[config.mk]
export PLATFORM = sky130hd
export DESIGN_NAME = pcfe_regs
export DESIGN_NICKNAME = d
export VERILOG_FILES = /design/src/core/pcfe_pkg.sv /design/src/core/pcfe_regs.sv
export SDC_FILE = /design/constraint.sdc
export NUM_CORES = 2
export LEC_CHECK = 0
export ABC_AREA = 0
export ABC_CLOCK_PERIOD_IN_PS = 6400
export BUFFER_PORTS_ARGS = -buffer_cell sky130_fd_sc_hd__buf_2
export CAP_MARGIN = 10
export CORE_AREA = 2 2 351 353
export CTS_CLUSTER_SIZE = 28
export DETAILED_ROUTE_END_ITERATION = 6
export DIE_AREA = 0 0 353 355
export RECOVER_POWER = 100
export SYNTH_ARGS = -nofsm -noshare
export SYNTH_HDL_FRONTEND = slang
export SYNTH_SLANG_ARGS = --single-unit
[constraint.sdc]
create_clock -name core_clk -period 6.4 [get_ports core_clk]
set_clock_uncertainty 0.1 [all_clocks]
set_input_delay 0.64 -clock core_clk [delete_from_list [all_inputs] [get_ports core_clk]]
set_output_delay 0.64 -clock core_clk [all_outputs]
set_load 0.01 [all_outputs]
[src/core/pcfe_pkg.sv]
// Purpose: Shared constants for the counter group filter and enable register slice.
// Assumes: 32-bit register port with byte addresses, eight implemented counters.
// Notes:   Each 64-bit register occupies two words, low word first.
package pcfe_pkg;

  // Sizes of the implemented counter group.
  localparam int NUM_CNT   = 8;
  localparam int CIDX_W    = 3;
  localparam int SID_W     = 16;
  localparam int ADDR_W    = 12;
  localparam int DATA_W    = 32;
  localparam int MAP_W     = 64;
  localparam int SHADOW_W  = 64;
  localparam int PART_W    = 16;
  localparam int GROUP_W   = 8;
  localparam int GROUP_LSB = 16;
  localparam int SIZE_W    = 6;

  // Register byte offsets.
  localparam logic [ADDR_W-1:0] SHADOW_BASE = 12'h600;
  localparam logic [ADDR_W-1:0] SMR_BASE    = 12'ha00;
  localparam logic [ADDR_W-1:0] CNT_EN_SET  = 12'hc00;
  localparam logic [ADDR_W-1:0] CNT_EN_CLR  = 12'hc20;
  localparam logic [ADDR_W-1:0] INT_EN_SET  = 12'hc40;
  localparam logic [ADDR_W-1:0] INT_EN_CLR  = 12'hc60;
  localparam logic [ADDR_W-1:0] OVF_CLR     = 12'hc80;

  // Array strides, as shift amounts and as covered spans in bytes.
  localparam int NARROW_SHIFT = 2;
  localparam int WIDE_SHIFT   = 3;
  localparam logic [ADDR_W-1:0] NARROW_SPAN = 12'h020;
  localparam logic [ADDR_W-1:0] WIDE_SPAN   = 12'h040;
  localparam logic [ADDR_W-1:0] SMR_SPAN    = 12'h020;
  localparam int HI_WORD_BIT = 2;
  localparam int MAP_SEL_LSB = 3;

  // Counter size encodings: value plus one is the width in bits.
  localparam logic [SIZE_W-1:0] SIZE_NARROW_MAX = 6'h1f;

  // Filter sharing types.
  localparam logic FILT_PER_CNT = 1'b0;
  localparam logic FILT_SHARED  = 1'b1;

  // Field masks of the match register.
  localparam logic [DATA_W-1:0] SID_MASK  = 32'h0000ffff;
  localparam logic [DATA_W-1:0] PART_GROUP_MASK = 32'h00ffffff;

  // Bitmap reset value and implemented-bit mask.
  localparam logic [MAP_W-1:0] MAP_RESET = 64'h0000000000000000;
  localparam logic [MAP_W-1:0] IMPL_MASK = 64'h00000000000000ff;

endpackage

[src/core/pcfe_regs.sv]
// Purpose: Shadow values, stream match filters and enable/overflow bitmaps of a counter group.
// Assumes: Counters, event selectors, capture trigger and configuration live outside.
// Notes:   Read data appear one cycle after the read strobe and only in that cycle.
`timescale 1ns/1ns
// Operation
// - Wide shadow values are 64 bits; bits at and above counter width read zero.
// - Shadow values read-only at 0x600, stride 4 or 8; other view reads zero.
// - Shadows and filters reset to unspecified values; software initialises them. Bitmaps reset to zero.
// - Match register exists for counter zero or all counters when per-counter.
// - Partition mode: group in bits 23:16, partition in 15:0, no stream match.
// - Events that cannot be stream filtered ignore the match value and count.
// - Span clear: count only an exact stream identifier match.
// - Span set: low-order run of bits masked out; all ones matches everything.
// - With secure observation, secure select picks secure or non-secure stream space.
// - Stream match field is a contiguous run from bit 0; upper bits zero.
// - Type zero pairs match register with its counter; type one shares register zero.
// - Counter advances only with its enable bit and the group enable both set.
// - Enable-set view sets written ones; reads current enables, unimplemented bits zero.
// - Enable-clear view clears written ones; reads current enables.
// - Interrupt-enable bitmap has 64-bit set and clear views reading current state.
// - Overflow raises interrupt only if its enable and global enable are set then.
// - Overflow clear view: writing one clears a flag, zero has no effect.
// - Counter wrap sets its overflow flag; the clear view reads current flags.
module pcfe_regs
  import pcfe_pkg::*;
(
  // Clock and reset
  input  wire logic                        core_clk,
  input  wire logic                        rst_b,
  // Register port
  input  wire logic [ADDR_W-1:0]           reg_addr,
  input  wire logic [DATA_W-1:0]           reg_wdata,
  input  wire logic                        reg_wr,
  input  wire logic                        reg_rd,
  output logic      [DATA_W-1:0]           reg_rdata,
  // Group configuration
  input  wire logic [SIZE_W-1:0]           counter_size,
  input  wire logic                        filter_sharing_type,
  input  wire logic                        global_counter_enable,
  input  wire logic                        global_interrupt_enable,
  input  wire logic                        secure_observe_enable,
  // Per-counter filter options from the event type selectors
  input  wire logic [NUM_CNT-1:0]          match_span_select,
  input  wire logic [NUM_CNT-1:0]          secure_stream_select,
  input  wire logic [NUM_CNT-1:0]          partition_filter_enable,
  input  wire logic [NUM_CNT-1:0]          group_filter_enable,
  // Event stream
  input  wire logic [NUM_CNT-1:0]          evt_hit,
  input  wire logic [NUM_CNT-1:0]          evt_sid_filterable,
  input  wire logic [SID_W-1:0]            evt_stream_id,
  input  wire logic                        evt_secure,
  input  wire logic [PART_W-1:0]           evt_partition_identifier,
  input  wire logic [GROUP_W-1:0]          evt_monitoring_group,
  // Counter interface
  output logic      [NUM_CNT-1:0]          count_advance,
  input  wire logic [NUM_CNT-1:0]          counter_wrap,
  input  wire logic                        capture_strobe,
  input  wire logic [NUM_CNT*SHADOW_W-1:0] capture_value,
  // State and interrupt
  output logic      [MAP_W-1:0]            counter_enable_bitmap,
  output logic      [MAP_W-1:0]            interrupt_enable_bitmap,
  output logic      [MAP_W-1:0]            overflow_flags,
  output logic                             irq
);

  logic [SHADOW_W-1:0] shadow_q [NUM_CNT];
  logic [DATA_W-1:0]   smr_q    [NUM_CNT];
  logic [MAP_W-1:0]    cnt_en_q;
  logic [MAP_W-1:0]    int_en_q;
  logic [MAP_W-1:0]    ovf_q;
  logic [NUM_CNT-1:0]  irq_pend_q;
  logic [NUM_CNT-1:0]  advance_q;
  logic [NUM_CNT-1:0]  advance_d;
  logic [DATA_W-1:0]   rdata_q;
  logic [DATA_W-1:0]   rdata_d;
  logic [MAP_W-1:0]    wr_map;
  logic [ADDR_W-1:0]   shadow_off;
  logic [ADDR_W-1:0]   smr_off;
  logic [CIDX_W-1:0]   smr_idx;
  logic                smr_hit;
  logic                smr_wr;
  logic                wide_mode;

  // Mask of the implemented counter bits for a configured size.
  function automatic logic [SHADOW_W-1:0] width_mask(input logic [SIZE_W-1:0] size);
    logic [SHADOW_W:0] ones;
    ones = {{SHADOW_W{1'b0}}, 1'b1} << ({1'b0, size} + 7'h01);
    return ones[SHADOW_W-1:0] - 64'h0000000000000001;
  endfunction

  // True when the address selects either word of a 64-bit bitmap register.
  function automatic logic map_sel(input logic [ADDR_W-1:0] addr,
                                   input logic [ADDR_W-1:0] base);
    return addr[ADDR_W-1:MAP_SEL_LSB] == base[ADDR_W-1:MAP_SEL_LSB];
  endfunction

  // Returns the 32-bit word of a 64-bit value chosen by the address.
  function automatic logic [DATA_W-1:0] word_of(input logic [MAP_W-1:0] value,
                                                input logic              hi);
    return hi ? value[MAP_W-1:DATA_W] : value[DATA_W-1:0];
  endfunction

  // Stream bits ignored by a span encoding: trailing ones and the first zero above them.
  function automatic logic [SID_W-1:0] span_ignore(input logic [SID_W-1:0] value);
    return value ^ (value + 16'h0001);
  endfunction

  // Match register selected for a counter under the current sharing type.
  function automatic int unsigned filt_idx(input int unsigned n, input logic ftype);
    return (ftype == FILT_SHARED) ? 0 : n;
  endfunction

  // Partition or group filtering replaces stream matching.
  function automatic logic part_group_mode(input int unsigned n);
    return partition_filter_enable[n] | group_filter_enable[n];
  endfunction

  assign wide_mode  = counter_size > SIZE_NARROW_MAX;
  assign shadow_off = reg_addr - SHADOW_BASE;
  assign smr_off    = reg_addr - SMR_BASE;
  assign smr_idx    = CIDX_W'(smr_off >> NARROW_SHIFT);
  assign smr_hit    = (reg_addr >= SMR_BASE) && (smr_off < SMR_SPAN) &&
                      ((smr_idx == '0) || (filter_sharing_type == FILT_PER_CNT));
  assign smr_wr     = reg_wr && smr_hit;

  // Write data placed into the word lane of a 64-bit bitmap.
  assign wr_map = reg_addr[HI_WORD_BIT] ? {reg_wdata, 32'h00000000}
                                        : {32'h00000000, reg_wdata};

  // Shadow capture; the stored copy is cut to the configured width.
  always_ff @(posedge core_clk) begin
    if (capture_strobe) begin
      for (int n = 0; n < NUM_CNT; n++) begin
        shadow_q[n] <= capture_value[n*SHADOW_W +: SHADOW_W] & width_mask(counter_size);
      end
    end
  end

  // Match registers carry no reset; software programs them first.
  always_ff @(posedge core_clk) begin
    if (smr_wr) begin
      if (part_group_mode(32'(smr_idx))) begin
        smr_q[smr_idx] <= reg_wdata & PART_GROUP_MASK;
      end else begin
        smr_q[smr_idx] <= reg_wdata & SID_MASK;
      end
    end
  end

  // Counter enable bitmap, one store behind both views.
  always_ff @(posedge core_clk) begin
    if (!rst_b) begin
      cnt_en_q <= MAP_RESET;
    end else if (reg_wr && map_sel(reg_addr, CNT_EN_SET)) begin
      cnt_en_q <= (cnt_en_q | wr_map) & IMPL_MASK;
    end else if (reg_wr && map_sel(reg_addr, CNT_EN_CLR)) begin
      cnt_en_q <= cnt_en_q & ~wr_map;
    end
  end

  // Interrupt enable bitmap, one store behind both views.
  always_ff @(posedge core_clk) begin
    if (!rst_b) begin
      int_en_q <= MAP_RESET;
    end else if (reg_wr && map_sel(reg_addr, INT_EN_SET)) begin
      int_en_q <= (int_en_q | wr_map) & IMPL_MASK;
    end else if (reg_wr && map_sel(reg_addr, INT_EN_CLR)) begin
      int_en_q <= int_en_q & ~wr_map;
    end
  end

  // Overflow flags; a wrap in the same cycle as a clear keeps the flag set.
  always_ff @(posedge core_clk) begin
    if (!rst_b) begin
      ovf_q <= MAP_RESET;
    end else begin
      if (reg_wr && map_sel(reg_addr, OVF_CLR)) begin
        ovf_q <= ((ovf_q & ~wr_map) | {{(MAP_W-NUM_CNT){1'b0}}, counter_wrap}) & IMPL_MASK;
      end else begin
        ovf_q <= (ovf_q | {{(MAP_W-NUM_CNT){1'b0}}, counter_wrap}) & IMPL_MASK;
      end
    end
  end

  // Interrupt pending bits, armed only by enables present at the moment of wrap.
  always_ff @(posedge core_clk) begin
    if (!rst_b) begin
      irq_pend_q <= '0;
    end else begin
      for (int n = 0; n < NUM_CNT; n++) begin
        if (counter_wrap[n] && int_en_q[n] && global_interrupt_enable) begin
          irq_pend_q[n] <= 1'b1;
        end else if (reg_wr && map_sel(reg_addr, OVF_CLR) && wr_map[n]) begin
          irq_pend_q[n] <= 1'b0;
        end
      end
    end
  end

  // Event filtering and enable gating per counter.
  always_comb begin
    logic [DATA_W-1:0] smr;
    logic [SID_W-1:0]  ign;
    logic              sec_ok;
    logic              sid_ok;
    logic              part_ok;
    logic              pass;
    int unsigned       s;
    smr       = '0;
    ign       = '0;
    sec_ok    = 1'b0;
    sid_ok    = 1'b0;
    part_ok   = 1'b0;
    pass      = 1'b0;
    s         = 0;
    advance_d = '0;
    for (int n = 0; n < NUM_CNT; n++) begin
      s   = filt_idx(n, filter_sharing_type);
      smr = smr_q[s];
      ign = span_ignore(smr[SID_W-1:0]);
      if (secure_observe_enable) begin
        sec_ok = evt_secure == secure_stream_select[s];
      end else begin
        sec_ok = !evt_secure;
      end
      if (match_span_select[s]) begin
        sid_ok = sec_ok && (((evt_stream_id ^ smr[SID_W-1:0]) & ~ign) == '0);
      end else begin
        sid_ok = sec_ok && (evt_stream_id == smr[SID_W-1:0]);
      end
      part_ok = (!partition_filter_enable[s] ||
                 (evt_partition_identifier == smr[PART_W-1:0])) &&
                (!group_filter_enable[s] ||
                 (evt_monitoring_group == smr[GROUP_LSB +: GROUP_W]));
      if (!evt_sid_filterable[n]) begin
        pass = 1'b1;
      end else if (part_group_mode(s)) begin
        pass = part_ok;
      end else begin
        pass = sid_ok;
      end
      advance_d[n] = evt_hit[n] && pass && cnt_en_q[n] && global_counter_enable;
    end
  end

  always_ff @(posedge core_clk) begin
    if (!rst_b) begin
      advance_q <= '0;
    end else begin
      advance_q <= advance_d;
    end
  end

  // Read decode; unmapped and absent registers read zero.
  always_comb begin
    logic [CIDX_W-1:0] idx;
    idx     = '0;
    rdata_d = '0;
    if (reg_addr >= SHADOW_BASE && !wide_mode && shadow_off < NARROW_SPAN) begin
      idx     = CIDX_W'(shadow_off >> NARROW_SHIFT);
      rdata_d = shadow_q[idx][DATA_W-1:0];
    end else if (reg_addr >= SHADOW_BASE && wide_mode && shadow_off < WIDE_SPAN) begin
      idx     = CIDX_W'(shadow_off >> WIDE_SHIFT);
      rdata_d = word_of(shadow_q[idx], shadow_off[HI_WORD_BIT]);
    end else if (smr_hit) begin
      rdata_d = smr_q[smr_idx] &
                (part_group_mode(32'(smr_idx)) ? PART_GROUP_MASK : SID_MASK);
    end else if (map_sel(reg_addr, CNT_EN_SET) || map_sel(reg_addr, CNT_EN_CLR)) begin
      rdata_d = word_of(cnt_en_q, reg_addr[HI_WORD_BIT]);
    end else if (map_sel(reg_addr, INT_EN_SET) || map_sel(reg_addr, INT_EN_CLR)) begin
      rdata_d = word_of(int_en_q, reg_addr[HI_WORD_BIT]);
    end else if (map_sel(reg_addr, OVF_CLR)) begin
      rdata_d = word_of(ovf_q, reg_addr[HI_WORD_BIT]);
    end
  end

  // Read data stand only in the cycle after the strobe.
  always_ff @(posedge core_clk) begin
    if (!rst_b) begin
      rdata_q <= '0;
    end else if (reg_rd) begin
      rdata_q <= rdata_d;
    end else begin
      rdata_q <= '0;
    end
  end

  assign reg_rdata               = rdata_q;
  assign count_advance           = advance_q;
  assign counter_enable_bitmap   = cnt_en_q;
  assign interrupt_enable_bitmap = int_en_q;
  assign overflow_flags          = ovf_q;
  assign irq                     = |irq_pend_q;

endmodule

==> results.cfg <==
[run_status]
status = finished, violations left
violations = max-capacitance violations, max-slew violations

[global_route]
grt_pass1_vias = 40100
grt_max_degree = 176
grtUsageMet3_pct = 7.70
antenna_found_initial = 79
grt-ovfl-total = 0
globalRoute.busiestLayer = met2
use_met1_pct = 44.1
grt_use_met2_pct = 56.5
grt_use_total_pct = 34.8
grt_pass1_wl_mm = 310

[power]
p_comb_share_pct = 15.0
p_seq_share_pct = 46.0
p_switching_mw = 3.93
p_leak_nw = 21.1
switching_share_pct = 26.8
p_int_mw = 10.8
pwr-share-clk_pct = 39.0
ir_drop_uv = 189
p_per_area_nw_per_um2 = 248

[clock_network]
htreeDepth = 3
clk_latency_ns = 0.70
cts_buffer_depth = 3
post_cts_buffers = 0
cts_tree = yes
clk_pin_slew_ns = 0.07
numCtsBuffers = 99
cts_root_buf = clkbuf_16
cts_sinks = 888

[sta]
finalSetupTns_ns = 0
min_period_ns = 5.07
setup_viol = 0
setup_ws_ns = 1.33
maxSlewHeadroom_pct = -197
fmax_mhz = 197
finalCritPeriodShare_pct = 79.2
tightestPinTransition_ns = 4.46
hold_viol_final = 0
rsz0062_at_grt = no
final_max_slew_viol_count = 717

[die]
ioPinCount = 901
fp-row-count = 128
start_util_pct = 41.8
core-area_um2 = 121000
die_h_um = 355
die_area_um2 = 125000
dieWidth_um = 353

[finish]
area_growth_pct = 16.6
drive_above_1_share_pct = 22.6
multiInputGateArea_um2 = 24200
mostFrequentLayoutCells = edfxtp_1, buf_2, xnor2_1, mux2i_1, nand2_1
nets = 5707
n_fill_cell = 11300
regArea_um2 = 24800
final_common_cell = edfxtp_1

[critical_path]
cp.arrival_ns = 5.47
critPathKind = in2reg
r2r_setup_slack_ns = 2.80
worstPathRequired_ns = 6.80
path_max_fanout = 97
end_kind = register
startpoint_type = input pin
reg2regPathDepth = 8

[run]
drv_cap = 16

[route]
drtAntennaViolNets = 0
vias = 41200
vias_per_cell = 6.07
drcViolationCount = 0
drtPass1Iterations = 7
wl_per_cell_um = 33.2
routed_wirelength_mm = 225
drtIter0Drc = 4755

[synthesis]
yosysUniqueCellTypes = 102
synth_edf_count = 704
ys_ff_latch = 888
synthCells = 4305
netlist.area_leader.share_pct = 41.7
synth-main-ff-cell = edfxtp_1
seq_area_frac_synth_pct = 48.9
yosysWarningCount = 0
yosys-top-cells-area = edfxtp_1, mux4_2, dfxtp_1
syn_area_um2 = 50800
synth_top_area_cell = edfxtp_1
synth_area_per_cell_um2 = 11.8
synthArstFlopShare_pct = 0

[placed_design]
gp_congestion = 1.06
io_buffer_count = 844
dp_slack_ns = 1.80
dp_hpwl_mm = 174

[min_path]
min_path_type = in2reg
holdPathStages = 2
sequential cells by signal (all words and copies together) (netlist names), named ones only:
register / flops
smr_q: 192
overflow_flags: 8
irq_pend_q: 8
interrupt_enable_bitmap: 56
count_advance: 8
reg_rdata: 32
counter_enable_bitmap: 56
shadow_q: 512
final cells by class:
cell class	instances	share of cell area (%)
antenna	35	0.148
clock inverter	64	1.05
sequential	888	41.9
clock buffer	121	4.38
multi-input combinational	3062	40.8
inverter	47	0.306
tap	1625	3.43
timing repair buffer	935	7.91
metrics by stage:
step / hold WS (ns) / util [%] / instance area (µm²) / instances / total power, mW
floorplan: 0.368 / - / 51000 / 4360 / 8.13
global placement: 0.331 / 46.4 / 56400 / 6551 / 9.04
detailed placement: 0.334 / 46.4 / 56400 / 6551 / 9.06
CTS: 0.0155 / 49.1 / 59600 / 6742 / 14.7
global route: 0.0362 / 48.8 / 59200 / 6769 / 15.1
finish: 0.0609 / 48.8 / 59200 / 6777 / 14.7
critical path: stages:
cell and delay (ns):
buf_8 0.57, clkbuf_1 1.27, o21ai_0 0.31, and2_0 0.37, clkbuf_1 0.57, o221ai_1 0.49, nand3_1 0.26, a221oi_1 0.85
synth_stat cells (11+ instances only):
library cell,n
a211oi_1,22
a21boi_0,70
a21boi_1,16
a21o_1,14
a21oi_1,236
a221oi_1,32
a22oi_1,22
a311oi_1,16
a31oi_1,26
a32oi_1,11
and2_1,282
and3_1,19
and3b_1,13
buf_1,54
buf_2,52
buf_4,72
clkbuf_1,180
dfxtp_1,184
edfxtp_1,704
inv_1,43
mux2_2,36
mux2i_1,270
mux4_2,231
nand2_1,259
nand2b_1,35
nand3_1,73
nand3b_1,13
nand4_1,34
nor2_1,213
nor2b_1,173
nor3_1,56
nor3b_1,13
nor4_1,64
o211ai_1,23
o21ai_0,91
o221ai_1,35
o22ai_1,54
o31ai_1,12
or3_1,12
xnor2_1,278
xor2_1,76
worst paths after layout:
| path | end | from |
|---|---|---|
| hold reg to reg | counter_enable_bitmap[50] | counter_enable_bitmap[50] |
| setup / recovery | reg_rdata[9] | filter_sharing_type |
| hold / removal | interrupt_enable_bitmap[60] | reg_wdata[28] |
| setup reg to reg | count_advance[2] | smr_q[0][8] |
power groups by stage:
stage | logic, mW | clock network (mW) | registers [mW]
floorplan | 1.34 | 0 | 6.80
global placement | 2.20 | 0 | 6.84
detailed placement | 2.20 | 0 | 6.86
CTS | 2.21 | 5.79 | 6.73
global route | 2.32 | 6.01 | 6.78
finish | 2.21 | 5.74 | 6.75
cells by family (layout without fill, tap and decap cells):
| kind of cell | count (synthesis) | count (layout) | synth area share [%] |
|---|---|---|---|
| xor gates and xnor gates | 356 | 356 | 6.17 |
| DFF | 888 | 888 | 48.9 |
| AOI/OAI and AO/OA | 800 | 800 | 10.8 |
| buffers and inverters | 410 | 1167 | 3.77 |
| muxes | 537 | 537 | 16.4 |
| other | 2 | 92 | 0.0148 |
| and+or+nand+nor | 1305 | 1305 | 13.8 |
| adders and majority gates | 7 | 7 | 0.168 |
layer usage:
metal  vias to the layer above  wire, µm
met5                         -       219
met4                        36     13800
met3                       547     22400
met2                      2489    104000
met1                     20500     84800
li1                      17600         -
repair_timing:
action,4_1_cts,5_1_grt
endpoints found under the hold margin,6,0
hold buffers,6,0
gates resized for setup,0,0
Note: power is estimated with default switching activity, not from simulation.
